$ cat src/hdl/apg_params.svh
`ifndef APG_PARAMS_SVH
`define APG_PARAMS_SVH

// Register offsets on page zero
`define APG_OFS_PAGE        8'h00
`define APG_OFS_RESET       8'h01
`define APG_OFS_PWR_CORE    8'h04
`define APG_OFS_PWR_OUT     8'h05
`define APG_OFS_GAIN_SLEW   8'h06
`define APG_PAGE_ZERO       8'h00

// Reset values
`define APG_RST_PAGE        8'h00
`define APG_RST_PWR_CORE    8'h00
`define APG_RST_PWR_OUT     8'h00
`define APG_RST_GAIN_SLEW   8'h00
`define APG_RST_EDGE_NS     6'h32

// Field positions
`define APG_BIT_SWRST       0
`define APG_BIT_DSP         7
`define APG_BIT_PLL         6
`define APG_BIT_N_CLOCK_DIVIDER        5
`define APG_BIT_DAC_M_DIVIDER        4
`define APG_BIT_ADC_M_DIVIDER        3
`define APG_BIT_FAULT       0
`define APG_BIT_SPK         7
`define APG_BIT_BOOST       5
`define APG_BIT_ISNS        1
`define APG_BIT_VSNS        0
`define APG_GAIN_HI         6
`define APG_GAIN_LO         3
`define APG_EDGE_HI         2
`define APG_EDGE_LO         0

// Reserved masks: core bits 2..1 and out bits 6,4..2 are stored as written
`define APG_MASK_RESET_RD   8'h00

// Class-D transition times in ns per edge-rate code
`define APG_EDGE_NS_0       6'h32
`define APG_EDGE_NS_1       6'h28
`define APG_EDGE_NS_2       6'h1d
`define APG_EDGE_NS_3       6'h19
`define APG_EDGE_NS_4       6'h0e
`define APG_EDGE_NS_5       6'h0d
`define APG_EDGE_NS_6       6'h0c
`define APG_EDGE_NS_7       6'h0b

`endif

$ cat src/hdl/apg_pkg.sv
package apg_pkg;

    typedef struct packed {
        logic       dsp;
        logic       pll;
        logic       n_div;
        logic       dac_div;
        logic       adc_div;
        logic       class_d;
        logic       boost;
        logic       isns;
        logic       vsns;
    } apg_power_s;

    typedef struct packed {
        logic       brownout;
        logic       clock_halt;
    } apg_cause_s;

    typedef struct packed {
        logic [7:0] page;
        logic [7:0] pwr_core;
        logic [7:0] pwr_out;
        logic [7:0] gain_slew;
        logic       swrst_pulse;
        apg_cause_s cause;
        logic [7:0] rdata;
        logic       rvalid;
        apg_power_s power;
        logic [3:0] dac_gain_db;
        logic [2:0] edge_code;
        logic [5:0] edge_ns;
    } apg_state_s;

endpackage
$ cat src/hdl/apg_ctrl.sv
`timescale 1ns/1ns
// Function
// - Eight-bit page selector, reset zero, steers which page later accesses reach.
// - Writing one to reset bit 0 starts software reset; bit self-clears.
// - Core power bit 7 powers the signal processor.
// - Core power bit 6 powers the phase-locked loop.
// - Core power bit 5 powers the N clock divider.
// - Core power bit 4 powers the DAC-side M divider.
// - Core power bit 3 powers the ADC-side M divider.
// - Core power bit 0 is set on brownout or clock halt.
// - A power fault automatically powers down several internal blocks.
// - The fault cause, brownout or halt, is recorded for the host.
// - Output power bit 7 powers the class-D output stage.
// - Output power bit 5 powers the boost converter.
// - Output power bits 1 and 0 power current and voltage sense ADCs.
// - Gain field bits 6..3 give gain in dB equal to code.
// - Edge field bits 2..0 select 50,40,29,25,14,13,12,11 ns.
`include "apg_params.svh"

module apg_ctrl
    import apg_pkg::*;
(
    input  wire logic       clk,
    input  wire logic       rst,
    input  wire logic       wr_en,
    input  wire logic       rd_en,
    input  wire logic [7:0] addr,
    input  wire logic [7:0] wdata,
    input  wire logic       brownout_in,
    input  wire logic       clock_halt_in,
    input  wire logic       cause_clear,
    output logic      [7:0] rdata,
    output logic            rvalid,
    output logic      [7:0] page_sel,
    output logic            soft_reset_pulse,
    output logic            dsp_power_on,
    output logic            pll_power_on,
    output logic            n_divider_power_on,
    output logic            dac_divider_power_on,
    output logic            adc_divider_power_on,
    output logic            power_fault_flag,
    output logic            brownout_cause,
    output logic            clock_halt_cause,
    output logic            class_d_output_power_on,
    output logic            boost_power_on,
    output logic            current_sense_power_on,
    output logic            voltage_sense_power_on,
    output logic      [3:0] dac_gain_db,
    output logic      [2:0] edge_rate_code,
    output logic      [5:0] edge_time_ns
);

    apg_state_s st;
    apg_state_s next_st;
    logic [1:0] bo_sync;
    logic [1:0] ch_sync;

    // Transition time in ns for each edge-rate code
    function automatic logic [5:0] edge_ns_of(input logic [2:0] code);
        case (code)
            3'h0:    edge_ns_of = `APG_EDGE_NS_0;
            3'h1:    edge_ns_of = `APG_EDGE_NS_1;
            3'h2:    edge_ns_of = `APG_EDGE_NS_2;
            3'h3:    edge_ns_of = `APG_EDGE_NS_3;
            3'h4:    edge_ns_of = `APG_EDGE_NS_4;
            3'h5:    edge_ns_of = `APG_EDGE_NS_5;
            3'h6:    edge_ns_of = `APG_EDGE_NS_6;
            default: edge_ns_of = `APG_EDGE_NS_7;
        endcase
    endfunction

    // Access hits a page-zero register at the given offset
    function automatic logic hit(input logic [7:0] pg, input logic [7:0] a, input logic [7:0] ofs);
        hit = (pg == `APG_PAGE_ZERO) && (a == ofs);
    endfunction

    // Fault inputs come from analog monitors: two-flop synchronisers
    always_ff @(posedge clk or posedge rst) begin
        if (rst) begin
            bo_sync <= 2'b00;
            ch_sync <= 2'b00;
        end else begin
            bo_sync <= {bo_sync[0], brownout_in};
            ch_sync <= {ch_sync[0], clock_halt_in};
        end
    end

    // Next-state logic
    always_comb begin
        logic fault_now;
        fault_now = bo_sync[1] | ch_sync[1];
        next_st = st;
        next_st.swrst_pulse = 1'b0;
        next_st.rvalid = 1'b0;
        if (st.swrst_pulse) begin
            // Software reset restores the whole bank
            next_st.page      = `APG_RST_PAGE;
            next_st.pwr_core  = `APG_RST_PWR_CORE;
            next_st.pwr_out   = `APG_RST_PWR_OUT;
            next_st.gain_slew = `APG_RST_GAIN_SLEW;
            next_st.cause     = '0;
        end else begin
            // Register writes; the page selector is reachable from any page
            if (wr_en) begin
                if (addr == `APG_OFS_PAGE)
                    next_st.page = wdata;
                if (hit(st.page, addr, `APG_OFS_RESET) && wdata[`APG_BIT_SWRST])
                    next_st.swrst_pulse = 1'b1;
                if (hit(st.page, addr, `APG_OFS_PWR_CORE))
                    next_st.pwr_core = wdata;
                if (hit(st.page, addr, `APG_OFS_PWR_OUT))
                    next_st.pwr_out = wdata;
                if (hit(st.page, addr, `APG_OFS_GAIN_SLEW))
                    next_st.gain_slew = wdata;
            end
            if (cause_clear)
                next_st.cause = '0;
            // Fault detection wins over a clearing write in the same cycle
            if (fault_now) begin
                next_st.pwr_core[`APG_BIT_FAULT] = 1'b1;
                if (bo_sync[1])
                    next_st.cause.brownout = 1'b1;
                if (ch_sync[1])
                    next_st.cause.clock_halt = 1'b1;
            end
            // Register reads
            if (rd_en) begin
                next_st.rvalid = 1'b1;
                if (addr == `APG_OFS_PAGE)
                    next_st.rdata = st.page;
                else if (hit(st.page, addr, `APG_OFS_RESET))
                    next_st.rdata = `APG_MASK_RESET_RD;
                else if (hit(st.page, addr, `APG_OFS_PWR_CORE))
                    next_st.rdata = st.pwr_core;
                else if (hit(st.page, addr, `APG_OFS_PWR_OUT))
                    next_st.rdata = st.pwr_out;
                else if (hit(st.page, addr, `APG_OFS_GAIN_SLEW))
                    next_st.rdata = st.gain_slew;
                else
                    next_st.rdata = 8'h00;
            end
        end
        // Enables follow register bits, forced off while the fault flag stands
        next_st.power.dsp     = next_st.pwr_core[`APG_BIT_DSP]  & ~next_st.pwr_core[`APG_BIT_FAULT];
        next_st.power.pll     = next_st.pwr_core[`APG_BIT_PLL]  & ~next_st.pwr_core[`APG_BIT_FAULT];
        next_st.power.n_div   = next_st.pwr_core[`APG_BIT_N_CLOCK_DIVIDER] & ~next_st.pwr_core[`APG_BIT_FAULT];
        next_st.power.dac_div = next_st.pwr_core[`APG_BIT_DAC_M_DIVIDER] & ~next_st.pwr_core[`APG_BIT_FAULT];
        next_st.power.adc_div = next_st.pwr_core[`APG_BIT_ADC_M_DIVIDER] & ~next_st.pwr_core[`APG_BIT_FAULT];
        next_st.power.class_d = next_st.pwr_out[`APG_BIT_SPK]   & ~next_st.pwr_core[`APG_BIT_FAULT];
        next_st.power.boost   = next_st.pwr_out[`APG_BIT_BOOST] & ~next_st.pwr_core[`APG_BIT_FAULT];
        next_st.power.isns    = next_st.pwr_out[`APG_BIT_ISNS]  & ~next_st.pwr_core[`APG_BIT_FAULT];
        next_st.power.vsns    = next_st.pwr_out[`APG_BIT_VSNS]  & ~next_st.pwr_core[`APG_BIT_FAULT];
        next_st.dac_gain_db   = next_st.gain_slew[`APG_GAIN_HI:`APG_GAIN_LO];
        next_st.edge_code     = next_st.gain_slew[`APG_EDGE_HI:`APG_EDGE_LO];
        next_st.edge_ns       = edge_ns_of(next_st.gain_slew[`APG_EDGE_HI:`APG_EDGE_LO]);
    end

    // State register
    always_ff @(posedge clk or posedge rst) begin
        if (rst) begin
            st <= '0;
            st.edge_ns <= `APG_RST_EDGE_NS;
        end else begin
            st <= next_st;
        end
    end

    // Outputs straight from the state register
    assign rdata                   = st.rdata;
    assign rvalid                  = st.rvalid;
    assign page_sel                = st.page;
    assign soft_reset_pulse        = st.swrst_pulse;
    assign dsp_power_on            = st.power.dsp;
    assign pll_power_on            = st.power.pll;
    assign n_divider_power_on      = st.power.n_div;
    assign dac_divider_power_on    = st.power.dac_div;
    assign adc_divider_power_on    = st.power.adc_div;
    assign power_fault_flag        = st.pwr_core[`APG_BIT_FAULT];
    assign brownout_cause          = st.cause.brownout;
    assign clock_halt_cause        = st.cause.clock_halt;
    assign class_d_output_power_on = st.power.class_d;
    assign boost_power_on          = st.power.boost;
    assign current_sense_power_on  = st.power.isns;
    assign voltage_sense_power_on  = st.power.vsns;
    assign dac_gain_db             = st.dac_gain_db;
    assign edge_rate_code          = st.edge_code;
    assign edge_time_ns            = st.edge_ns;

endmodule

$ cat config.mk
export PLATFORM = sky130hd
export DESIGN_NAME = apg_ctrl
export DESIGN_NICKNAME = d
export VERILOG_FILES = /design/src/hdl/apg_pkg.sv /design/src/hdl/apg_ctrl.sv
export VERILOG_INCLUDE_DIRS = /design/src /design/src/hdl
export SDC_FILE = /design/constraint.sdc
export NUM_CORES = 1
export LEC_CHECK = 0
export BUFFER_PORTS_ARGS = -buffer_cell sky130_fd_sc_hd__buf_4
export CORE_AREA = 2 2 100 102
export CTS_BUF_LIST = sky130_fd_sc_hd__clkbuf_4 sky130_fd_sc_hd__clkbuf_8
export DETAILED_ROUTE_END_ITERATION = 8
export DIE_AREA = 0 0 102 104
export HOLD_SLACK_MARGIN = 0.06
export PLACE_DENSITY_LB_ADDON = 0.15
export SLEW_MARGIN = 20
export SYNTH_ARGS = -nofsm -noshare
export SYNTH_HDL_FRONTEND = slang
export SYNTH_SLANG_ARGS = --single-unit
$ cat constraint.sdc
create_clock -name clk -period 2.65 [get_ports clk]
set_input_delay 0.265 -clock clk [delete_from_list [all_inputs] [get_ports clk]]
set_output_delay 0.265 -clock clk [all_outputs]
set_load 0.005 [all_outputs]
==> results.md, run 1 <==
- The flop and latch count out of synthesis is 63.
- The worst-margin pin slew is 0.696 ns.
- The count of placed standard cells including taps is 514.
- The count of vias placed by the detailed router is 2,749.
- The floorplan step set the die height to 104 um.
- Clock latency on the worst-skew pair, taken at its later pin, is 0.34 ns.
- The region available for standard cell placement spans 0.00955 mm^2.
- The flow ran to the end, and the final reports show no timing, DRC or antenna violations.
- The total CTS buffers is 9.
- The number of hold-slack violations in the final timing report was 0.
- The share of final-layout standard cells stronger than drive strength 1 is 0.260.
- The row count is 36.
- The required time at the worst-slack endpoint is 2.87 ns.
- Compared with the post-synthesis result, the final layout area differs by 19.0%.
- The overall routing resource usage is 0.188.
- After clock tree synthesis, the clock-pin slew on the worst setup and hold paths is 0.07 ns.
- STA classifies the critical path startpoint as a flip-flop.
- The initial antenna violation count is 0.
- The minimum setup slack in the final design is 0.358 ns.
- In this run, the number of DRC markers left after iteration 0 of detailed routing was 229.
- After detailed routing, the number of remaining DRC violations is 0.
- The count of yosys warnings during synthesis is 0.
- The first detailed-routing pass ran for 4 iterations.
- In the layout the commonest cells are 77 x buf_4, 60 x dfrtp_1, 48 x a21oi_1.
- Data arrives at the worst endpoint at 2.51 ns.
- The post-synthesis instance area is 0.00329 mm^2.
- The critical path goes through or4_1 > nor4_4 > and2_1 > mux2_1.
- Gates resized during post-CTS repair numbered 0.
- Pin placement for this block handled 66 I/O pins.
- The number of failing setup endpoints in the final timing report is 0.
- In this run the worst hold path is classified as in2reg.
- The count of non-filler cells in the finished layout is 533.
- The critical-path maximum fanout is 6.
- The unique cell type count in the Yosys netlist is 47.
- The critical path buffer and inverter count is 0.
- Setup repair after global routing left no endpoint under its margin.
- In this design, the stage delay of the slowest critical-path cell is 0.65 ns.
- The family of cells with the greatest summed delay on the critical path is simple AND/OR/NAND/NOR gates.
- For this run, the register share of the synthesized area comes to 0.481.
- At the end of the flow the core is filled with cells to 0.410.
- The detailed placement HPWL is 6.62 mm.
- The most common cell after layout, fill and taps aside is buf_4.
- Measured against its own limit, the worst slew margin works out to 0.533.
- The buffer levels on the longest clock path is 2.
- The number of global-route vias before repair came to 2,657.
- The root buffer selected by CTS is clkbuf_8.
- The total overflow left after global routing is 0.
- The final net count is 418.
- After detailed routing, the average wire length per cell comes to 17.7 um.
- Max-cap violations in this run came to 0.
- The clock sink count is 63.
- The depth of the CTS H-tree is 3.
- The slowest stage of the critical path belongs to the cell or4_1.
- The leakage power summed over all cells is 1.78 nW.
- The count of final max-slew check failures is 0.
- The setup slack at placement is 0.417 ns.
- The wire length of the first global-routing pass is 15.2 mm.
- The count of buffers from port buffering is 65.
- In the routed layout, each cell is associated on average with a via count of 5.16.
- The power per standard cell area is 520 mW/mm^2.
- The pin count of the biggest net entering global routing is 64.
- The post-route antenna net violation count is 0.
- At the end of routability-driven placement, the weighted congestion stood at 0.907.
- The chip width is 102 um.
- The worst ir drop on vdd is 0.000234 V.
- The initial utilization of the core area, before any placement, comes to 0.344.
- TritonCTS built the clock tree.
- The endpoint type of the worst setup path is a flip-flop.
- Static timing analysis puts the maximum clock frequency at 436 MHz.
- The final sum of negative setup slack is 0 ns.
- The final period demand of the worst path is 2.29 ns.
- The critical setup path kind is reg2reg.
- Counting every net in the synthesized netlist gives 381.
- Of all flip-flops after synthesis, the portion carrying an async set or reset was 1.00.
- After synthesis, the mean cell area works out to 9.18 um^2.
- Among all flip-flop cells after synthesis, the most frequent one is dfrtp_1.
- Between clock sinks in the finished design, the worst skew comes to 0.00639 ns.
- Of the available clock period, the critical path in the final layout requires 0.865.
- The repair_antennas step left the layout with diodes totalling 0.
- Wires add up to 9.43 mm.
- The number of enable-type register cells in the synthesized netlist is 0.
- The die covers 0.0106 mm^2.
- After technology mapping, the gate count stands at 358.
## flip-flops by register name, indices dropped and copies added (netlist names), 2 cells and up
| name | count |
|---|---|
| ch_sync | 2 |
| edge_time_ns | 6 |
| page_sel | 8 |
| dac_gain_db | 3 |
| edge_rate_code | 2 |
| bo_sync | 2 |
| rdata | 8 |
| st | 18 |
## layer usage
metal  track usage  vias to the layer above  wire length (um)
li1              -                     1333                 -
met1         0.278                     1333              4360
met2         0.282                       76              4410
met3        0.0376                        7               566
met4        0.0457                        0                97
met5             0                        -                 0
## path summary, 6_finish.rpt
path	start	endpoint	slack, ns	cells after the start
min in group asynchronous	rst	st[55]	0.55	4
min reg2reg	ch_sync[0]	ch_sync[1]	0.35	0
min	addr[3]	soft_reset_pulse	0.09	2
max in group asynchronous	rst	edge_time_ns[5]	1.76	4
max reg2reg	page_sel[5]	edge_rate_code[0]	0.36	4
max	page_sel[5]	edge_rate_code[0]	0.36	4
## cell families (layout without fill, tap and decap cells)
logic type	count (synthesis)	after routing	synth area share
buffers and inverters	69	111	0.117
multiplexers	4	4	0.0126
AO/OA/AOI/OAI	107	107	0.192
AND/OR/NAND/NOR	115	115	0.198
flip-flops	63	63	0.481
## cell usage after synthesis (all sizes together), types with 2 or more instances
| cell | n | share of area |
|---|---|---|
| a211o | 5 | 0.013 |
| a21o | 2 | 0.0046 |
| a21oi | 48 | 0.073 |
| a22oi | 4 | 0.0091 |
| a31oi | 8 | 0.015 |
| buf | 38 | 0.082 |
| clkbuf | 17 | 0.019 |
| dfrtp | 60 | 0.46 |
| dfstp | 3 | 0.024 |
| inv | 13 | 0.015 |
| mux2i | 3 | 0.0091 |
| nand2 | 15 | 0.017 |
| nand2b | 6 | 0.011 |
| nand3 | 33 | 0.050 |
| nand4 | 7 | 0.013 |
| nand4b | 2 | 0.0053 |
| nor2 | 15 | 0.017 |
| nor2b | 13 | 0.025 |
| nor3 | 4 | 0.0076 |
| nor4 | 6 | 0.018 |
| o211ai | 4 | 0.011 |
| o21ai | 24 | 0.038 |
| o31ai | 8 | 0.018 |
| or3 | 3 | 0.0057 |
| or4 | 5 | 0.013 |
## cell type report
cell class | count | area, um^2
multi-input combinational | 226 | 1320
inverter | 14 | 52.6
clock inverter | 5 | 25.0
clock buffer | 11 | 139
tap | 133 | 166
timing repair buffer | 81 | 628
fill | 982 | 5640
sequential | 63 | 1580
## timing repair
action / CTS / global route
hold buffers: 3 / 0
setup buffers: 0 / 0
hold endpoints to repair: 62 / 0
## per-stage QoR
| step | hold slack [ns] | total power (W) | instance area (um^2) |
|---|---|---|---|
| after floorplan | 0.296 | 0.00122 | 3290 |
| after global placement | 0.332 | 0.00133 | 3720 |
| after detailed placement | 0.335 | 0.00133 | 3720 |
| after CTS | 0.0797 | 0.00207 | 3910 |
| after global routing | 0.0818 | 0.00215 | 3910 |
| final | 0.0931 | 0.00204 | 3910 |
## power by group
| part | internal (W) | total (W) | switching [W] |
|---|---|---|---|
| Sequential | 0.00101 | 0.00104 | 0.0000296 |
| Combinational | 0.000115 | 0.000273 | 0.000158 |
| Clock | 0.000352 | 0.000726 | 0.000374 |
No activity file was read; power rests on OpenSTA's default activity.
==> run 2, diff against run 1 <==
ABC_AREA = 1   (was default)
CORE_AREA = 2 2 97 99   (was 2 2 100 102)
DIE_AREA = 0 0 99 101   (was 0 0 102 104)
==> results.md, run 2 <==
- Global routing finished with a remaining overflow of 0.
- At the worst endpoint, the required time is 2.92 ns.
- Total power for the finished layout comes to 0.00208 W.
- The row count is 35.
- The maximum clock skew at final layout is 0.00529 ns.
- Of the total synthesized cell area, the portion taken by AND, OR, NAND and NOR gates is 0.276.
- Along the worst path, the maximum fanout reaches 17.
- The complex-gate fraction of the synthesized area is 0.0662.
- After synthesis, the largest family of logic cells by area is simple AND/OR/NAND/NOR gates.
- The die span in y is 101 um.
- The unique cell type count in the Yosys netlist is 26.
- The post-route cell area is 0.00366 mm^2.
- The data arrival time of the critical path is 2.22 ns.
- For this run, the register share of the synthesized area comes to 0.519.
- In this run the power density over the cells is 569 mW/mm^2.
- The worst register-to-register path begins at page_sel[5].
- The number of enable-type register cells in the synthesized netlist is 0.
- The starting DRC count in detailed routing is 147.
- The max-slew headroom at the worst pin is 0.571.
- Across the run, the number of max-cap violations was 0.
- The count of final max-slew check failures is 0.
- The cell area that synthesis handed to floorplanning was 0.00304 mm^2.
- The die footprint is 0.0100 mm^2.
- The count of mapped cells out of synthesis is 356.
- For this design the static power due to leakage is 1.95 nW.
- The core outline area is 0.00898 mm^2.
- For this run, asynchronously set or reset flops after synthesis account for 1.00.
- The capture instance of the worst register-to-register path is dsp_power_on.
- The initial antenna violation count is 0.
- The slowest stage of the critical path belongs to the cell dfrtp_1.
- Clock-pin slew was measured on the worst setup and hold paths at 0.07 ns.
- The count of pins on the block boundary is 66.
- The register with the most flip-flops in the layout has 18 of them.
- Clock tree synthesis inserted a total of 9 buffers.
- The portion of synthesized area spent on multiplexers is 0.
- The detailed router used layers up to and including met4.
- In this run the register-to-register setup slack is 0.70 ns.
- CTS placed an instance of clkbuf_8 at the clock tree root.
- The final sum of negative setup slack is 0 ns.
- The first global-routing pass estimated 12.4 mm of wire.
- The worst reg-to-reg path cell count is 9.
- The longest clock path from root to sink contains 2 buffers.
- Prior to clock tree synthesis, the placed netlist has a worst setup slack of 0.708 ns.
- The leading register cell type out of synthesis is dfrtp_1.
- The XOR/XNOR share of the synthesized area is 0.
- The depth of the CTS H-tree is 3.
- The critical setup path kind is reg2reg.
- The overall routing resource usage is 0.164.
- The worst hold endpoint is soft_reset_pulse.
- The family of cells with the greatest summed delay on the critical path is simple AND/OR/NAND/NOR gates.
- Setup violations remaining at the end of the flow were counted as 0.
- The routed length per placed instance is 14.8 um.
- The cell type with the highest occurrence count on the critical path is nand2_1.
- In the final layout, the share of cells above drive strength 1 is 0.287.
- By area the synthesized netlist is led by dfrtp_1 49%, nand2_1 11%, buf_4 7.6%.
- Together, buffers and inverters on the worst path number 1.
- VDD sags by at most 0.000315 V.
- The clock tree from TritonCTS is done.
- 0 antenna diodes ended up in the layout.
- Of the total synthesized cell area, the portion taken by full adders, half adders and majority gates is 0.
- The synthesis-to-layout area growth is 20.4%.
- More flip-flops sit in one register than any other, and that register is st.
- The detailed placement HPWL is 5.87 mm.
- Dividing the final minimum period by the clock period gives 0.736.
- The clock period could shrink to 1.95 ns.
- Fill cells in the final layout number 898.
- Dividing the detail-routed via count by the number of cells gives 4.60.
- The flow ran to the end, and the final reports show no timing, DRC or antenna violations.
- In this run the horizontal extent of the chip is 99 um.
- The post-CTS resize count is 0.
- The startpoint of the worst hold path is addr[1].
- The post-route antenna net violation count is 0.
- The worst-margin pin slew is 0.642 ns.
- In this design, the stage delay of the slowest critical-path cell is 0.42 ns.
- The most common cell after layout, fill and taps aside is nand2_1.
- For the worst-skew pair, the clock arrives at the later sink with an insertion delay of 0.34 ns.
- The endpoint type of the worst setup path is a flip-flop.
- The detailed router put a total of 3.63 mm of wire on met1.
- The minimum setup slack in the final design is 0.699 ns.
- After detailed routing, the number of remaining DRC violations is 0.
- The count of buffers from port buffering is 65.
- The effective utilization at floorplan is 0.339.
- The worst hold path passes through 4 cells.
- The flop and latch count out of synthesis is 63.
- For this run, the number of Yosys warnings is 0.
- The worst setup path is launched from a flip-flop.
- The path category of the worst min-delay check is in2reg.
- Buffers inserted to repair hold after CTS numbered 3.
- In this run the post-CTS setup repair buffer count came out at 0.
- The met2 routed wirelength is 3.35 mm.
- The clock drives 63 sinks.
- The first-pass iteration count of the detailed router is 4.
- Derived from the worst setup path, the maximum achievable clock frequency is 512 MHz.
- The count of vias placed by the detailed router is 2,389.
- In the post-synthesis netlist, the cell with the most instances is nand2_1.
- Setup repair after global routing left no endpoint under its margin.
- The final routed wirelength across all metal layers is 7.69 mm.
- dfrtp_1 takes more of the synthesized area than any other cell.
- Traced cell by cell, the critical path runs through nor2_1 > nand2_1 > nor2_4 > nand3_2 > nand2_1 > nand2_1 > nor2_2 > inv_2 > nor2_1.
- At the end of the flow, the number of nets in the layout was 427.
- The number of hold-slack violations in the final timing report is 0.
- The worst hold slack is 0.202 ns.
- The top cell types in the final layout, fill and taps aside, are 89 x nand2_1, 70 x buf_4, 60 x dfrtp_1.
- The number of nets in the synthesized netlist is 379.
- The average footprint of a synthesized cell is 8.55 um^2.
- The pin count of the biggest net entering global routing is 30.
- The number of global-route vias before repair was 2,373.
- Summing all placed instances gives a cell area of 0.00344 mm^2.
- Of the post-synthesis cell area, the dominant cell type holds 0.493.
- By count the netlist is led by 89 x nand2_1, 60 x dfrtp_1, 34 x nor2_1.
- The global placer's final weighted congestion is 0.845.
- The sum of met3 wire segment lengths after detailed routing is 556 um.
-- run 2: cell types whose count changed after synthesis, moves of 5 or more --
cell,previous run,this run
nand2_1,15,89
clkbuf_1,17,1
nor2b_1,13,0
o31ai_1,8,0
a21oi_1,48,7
nand2b_1,6,0
a211o_1,5,0
nor2_1,15,34
a31oi_1,8,0
inv_2,0,9
inv_1,13,32
-- run 2: through the flow --
stage               utilization  instances
CTS                       0.408        519
global placement          0.384        501
finish                    0.408        519
global route              0.408        519
floorplan                     -        356
detailed placement        0.384        501
-- run 2: layout make-up --
class                      instances  area (um^2)  share of cell area
clock buffer                      15          188              0.0512
inverter                          42          158              0.0430
multi-input combinational        215         1040               0.285
sequential                        63         1580               0.432
tap                              111          139              0.0379
timing repair buffer              73          556               0.152
-- run 2: routing by layer --
metal | vias to the layer above | GRT usage
met1 | 1099 | 0.225
met2 | 84 | 0.244
met5 | - | 0
met4 | 0 | 0.0601
met3 | 11 | 0.0513
li1 | 1195 | -
-- run 2: worst reg2reg max path, stage by stage, from the launching register on --
cell and delay [ns]:
dfrtp_1 0.42, nor2_1 0.13, nand2_1 0.10, nor2_4 0.37, nand3_2 0.34, nand2_1 0.14, nand2_1 0.07, nor2_2 0.11
inv_2 0.10, nor2_1 0.11
-- run 2: how the worst max path moves through the flow --
stage | startpoint | to | slack (ns) | depth (start not counted)
final | page_sel[5] | dsp_power_on | 0.70 | 9
after global routing | page_sel[5] | dac_divider_power_on | 0.46 | 9
after floorplan | rst | adc_divider_power_on | 0.82 | 1
after CTS | page_sel[5] | dsp_power_on | 0.69 | 9
after detailed placement | page_sel[5] | pll_power_on | 0.71 | 9
after global placement | page_sel[7] | current_sense_power_on | 0.78 | 9
-- run 2: cells by family after synthesis --
family                 Yosys count
and+or+nand+nor                183
DFF                             63
buffers and inverters           78
AOI/OAI and AO/OA               32
-- run 2: power by group --
part	internal (W)	total, W	switching, W
Sequential	0.00102	0.00105	0.0000300
Combinational	0.000105	0.000255	0.000150
Clock	0.000443	0.000781	0.000338
Total	0.00157	0.00208	0.000518
==> run 3, diff against run 2 <==
ABC_AREA = 0   (was 1)
CORE_AREA = 2 2 100 102   (was 2 2 97 99)
DIE_AREA = 0 0 102 104   (was 0 0 99 101)
clock period = 2 ns   (was 2.65 ns; I/O delays follow)
==> results.md, run 3 (synthesis gave the netlist of run 1 again) <==
- STA puts the critical path data required time at 2.23 ns.
- After clock tree synthesis, the clock-pin slew on the worst setup and hold paths is 0.08 ns.
- Measured against its own limit, the worst slew margin works out to 0.668.
- Setup repair after global routing left no endpoint under its margin.
- In this run the vertical extent of the chip is 104 um.
- The placed cell area is 0.00388 mm^2.
- In this run the static leakage power is 1.89 nW.
- The finished cells cover 0.00414 mm^2.
- At the end of the flow the core is filled with cells to 0.433.
- For the worst flop-to-flop path, the logic depth is 5.
- The final period demand of the worst path is 1.98 ns.
- For this run, design rule violations remaining after detail routing come to 0.
- Input and output buffers added on the ports amount to 65.
- The critical-path maximum fanout is 4.
- The worst hold path was traced through 3 stages.
- Across every metal layer, demand over resource in global routing totals 0.193.
- The effective utilization at floorplan is 0.344.
- In the layout the commonest cells are 95 x buf_4, 60 x dfrtp_1, 48 x a21oi_1.
- The wire-length estimate of the detail-placed layout is 6.81 mm.
- The number of global-route vias before repair is 2,845.
- The pre-antenna-repair detailed-routing pass consisted of 4 iterations.
- Entering global routing, the biggest net connects 43 pins.
- Static timing analysis puts the maximum clock frequency at 504 MHz.
- The capture instance of the worst register-to-register path is edge_rate_code[0].
- The register with the most flip-flops in the final layout is st.
- The count of pins on the block boundary is 66.
- The first routing iteration left 148 violations.
- The first global-routing pass estimated 15.6 mm of wire.
- The count of final max-slew check failures came to 0.
- The internal power component is 0.00210 W.
- The total CTS buffers is 9.
- The total area of multi-input combinational cells is 0.00135 mm^2.
- The library cell used most frequently in the layout, excluding fill and tap cells, is buf_4.
- STA classifies the critical path endpoint as a flip-flop.
- The part of the power in registers is 0.476.
- The minimum setup slack in the final design is 0.0152 ns.
- Detailed routing inserted a total of 2,945 vias.
- Clock tree synthesis selected as its root buffer the cell clkbuf_8.
- The timing startpoint of the critical path is page_sel[7].
- The setup slack at placement is -0.00745 ns.
- For the pin with the worst max-slew slack, the measured transition is 0.498 ns.
- Compared with the post-synthesis result, the final layout area differs by 25.8%.
- The path category of the worst min-delay check is in2reg.
- The worst hold endpoint is soft_reset_pulse.
- The layout has 967 filler cells.
- The area taken by flip-flops and latches is 0.00158 mm^2.
- The die is 102 um wide.
- The initial antenna violation count is 0.
- The global placer's final weighted congestion is 0.846.
- The flip-flop count of the largest register, all copies and words added is 18.
- Of the total power, combinational logic draws 0.140.
- The maximum clock skew at final layout is 0.00913 ns.
- The final net count is 439.
- Clock latency on the worst-skew pair, taken at its later pin, is 0.35 ns.
- The data arrival time of the critical path is 2.22 ns.
- In this run the deepest clock path goes through 2 buffers.
- The worst setup path is launched from a flip-flop.
- The final routed wirelength across all metal layers is 10.0 mm.
- The count of maximum capacitance violations is 0.
- The worst ir drop on vdd is 0.000286 V.
- The number of hold-slack violations in the final timing report came to 0.
- The residual overflow from global routing is 0.
- The clock sink count is 63.
- Of the total power, the clock network draws 0.384.
- The run finished with clean final reports.
- The final clock period utilization by the worst path is 0.992.
- The count of non-filler cells in the finished layout is 554.
- The core outline area is 0.00955 mm^2.
- The detail route stage leaves a number of antenna-violating nets equal to 0.
- The repair_antennas step left the layout with diodes totalling 0.
- Setup violations remaining at the end of the flow were counted as 0.
- The startpoint identified for the worst register-to-register timing path is page_sel[7].
- The die footprint is 0.0106 mm^2.
- The initialized floorplan defines 36 standard-cell rows.
- The depth of the CTS H-tree is 3.
- Setup slack on the worst reg-to-reg path comes out at 0.02 ns.
- The clock tree from TritonCTS is done.
- The routed length per placed instance is 18.1 um.
- The proportion of total power due to net switching is 0.272.
- After detailed routing, the number of vias per cell comes to 5.32.
- The share of final-layout standard cells stronger than drive strength 1 is 0.306.
- After routing, the total negative slack on setup checks comes to 0 ns.
- The switching power summed over all nets is 0.000783 W.
- The critical setup path kind is reg2reg.
- The power per standard cell area is 696 mW/mm^2.
- The number of placed instances, taps included, is 533.
- In this run the most critical hold path is launched from addr[3].
-- run 3: changes by cell type in the layout (fill, tap and decap cells not counted), sizes merged, moves of 13 or more --
cell,previous run,this run
nor2b,0,13
buf,70,99
a21oi,8,48
inv,41,13
nand2,91,15
nor2,40,15
-- run 3: power by group through the flow --
stage | Clock, W | Combinational (W) | Sequential, W
floorplan | 0 | 0.000231 | 0.00139
global placement | 0 | 0.000396 | 0.00139
detailed placement | 0 | 0.000396 | 0.00139
CTS | 0.00114 | 0.000403 | 0.00137
global route | 0.00120 | 0.000441 | 0.00137
finish | 0.00111 | 0.000404 | 0.00137
-- run 3: cell type report --
cell class | instances | area share
clock buffer | 10 | 0.0318
clock inverter | 6 | 0.0148
inverter | 14 | 0.0127
multi-input combinational | 226 | 0.325
sequential | 63 | 0.382
tap | 133 | 0.0402
timing repair buffer | 102 | 0.193
-- run 3: worst max-delay path, stage by stage (launching register included) --
cell     delay, ns
dfrtp_1       0.39
or4_4         0.57
nor4_4        0.26
buf_4         0.19
and2_4        0.16
mux2_4        0.30
-- run 3: timing repair --
| action | in CTS | in global routing |
|---|---|---|
| endpoints found under the setup margin | 0 | 9 |
| resized for setup | 0 | 4 |
| hold buffers | 3 | 0 |
| buffers inserted | 0 | 1 |
| hold endpoints to repair | 23 | 0 |
-- run 3: worst max path at each step --
stage                                   end  slack [ns]  depth (start not counted)
after floorplan           edge_rate_code[0]      0.0004                          5
after global placement       dac_gain_db[2]      -0.002                          5
after detailed placement             st[36]      -0.007                          5
after CTS                          rdata[4]        0.04                          4
after global routing         boost_power_on      0.0002                          8
final                     edge_rate_code[0]        0.02                          5
-- run 3: layer usage --
layer  GRT usage  vias up  share of wire  wire length, um
met4      0.0638        0          0.016              157
met3      0.0397       13          0.047              475
met2       0.293      102           0.48             4860
met1       0.273     1461           0.45             4560
met5           0        -              0                0
li1            -     1369              -                -
-- run 3: metrics by stage --
step	total power [W]	hold WS (ns)
global route	0.00301	0.126
floorplan	0.00162	0.231
CTS	0.00291	0.108
finish	0.00288	0.113
detailed placement	0.00179	0.268
global placement	0.00179	0.267
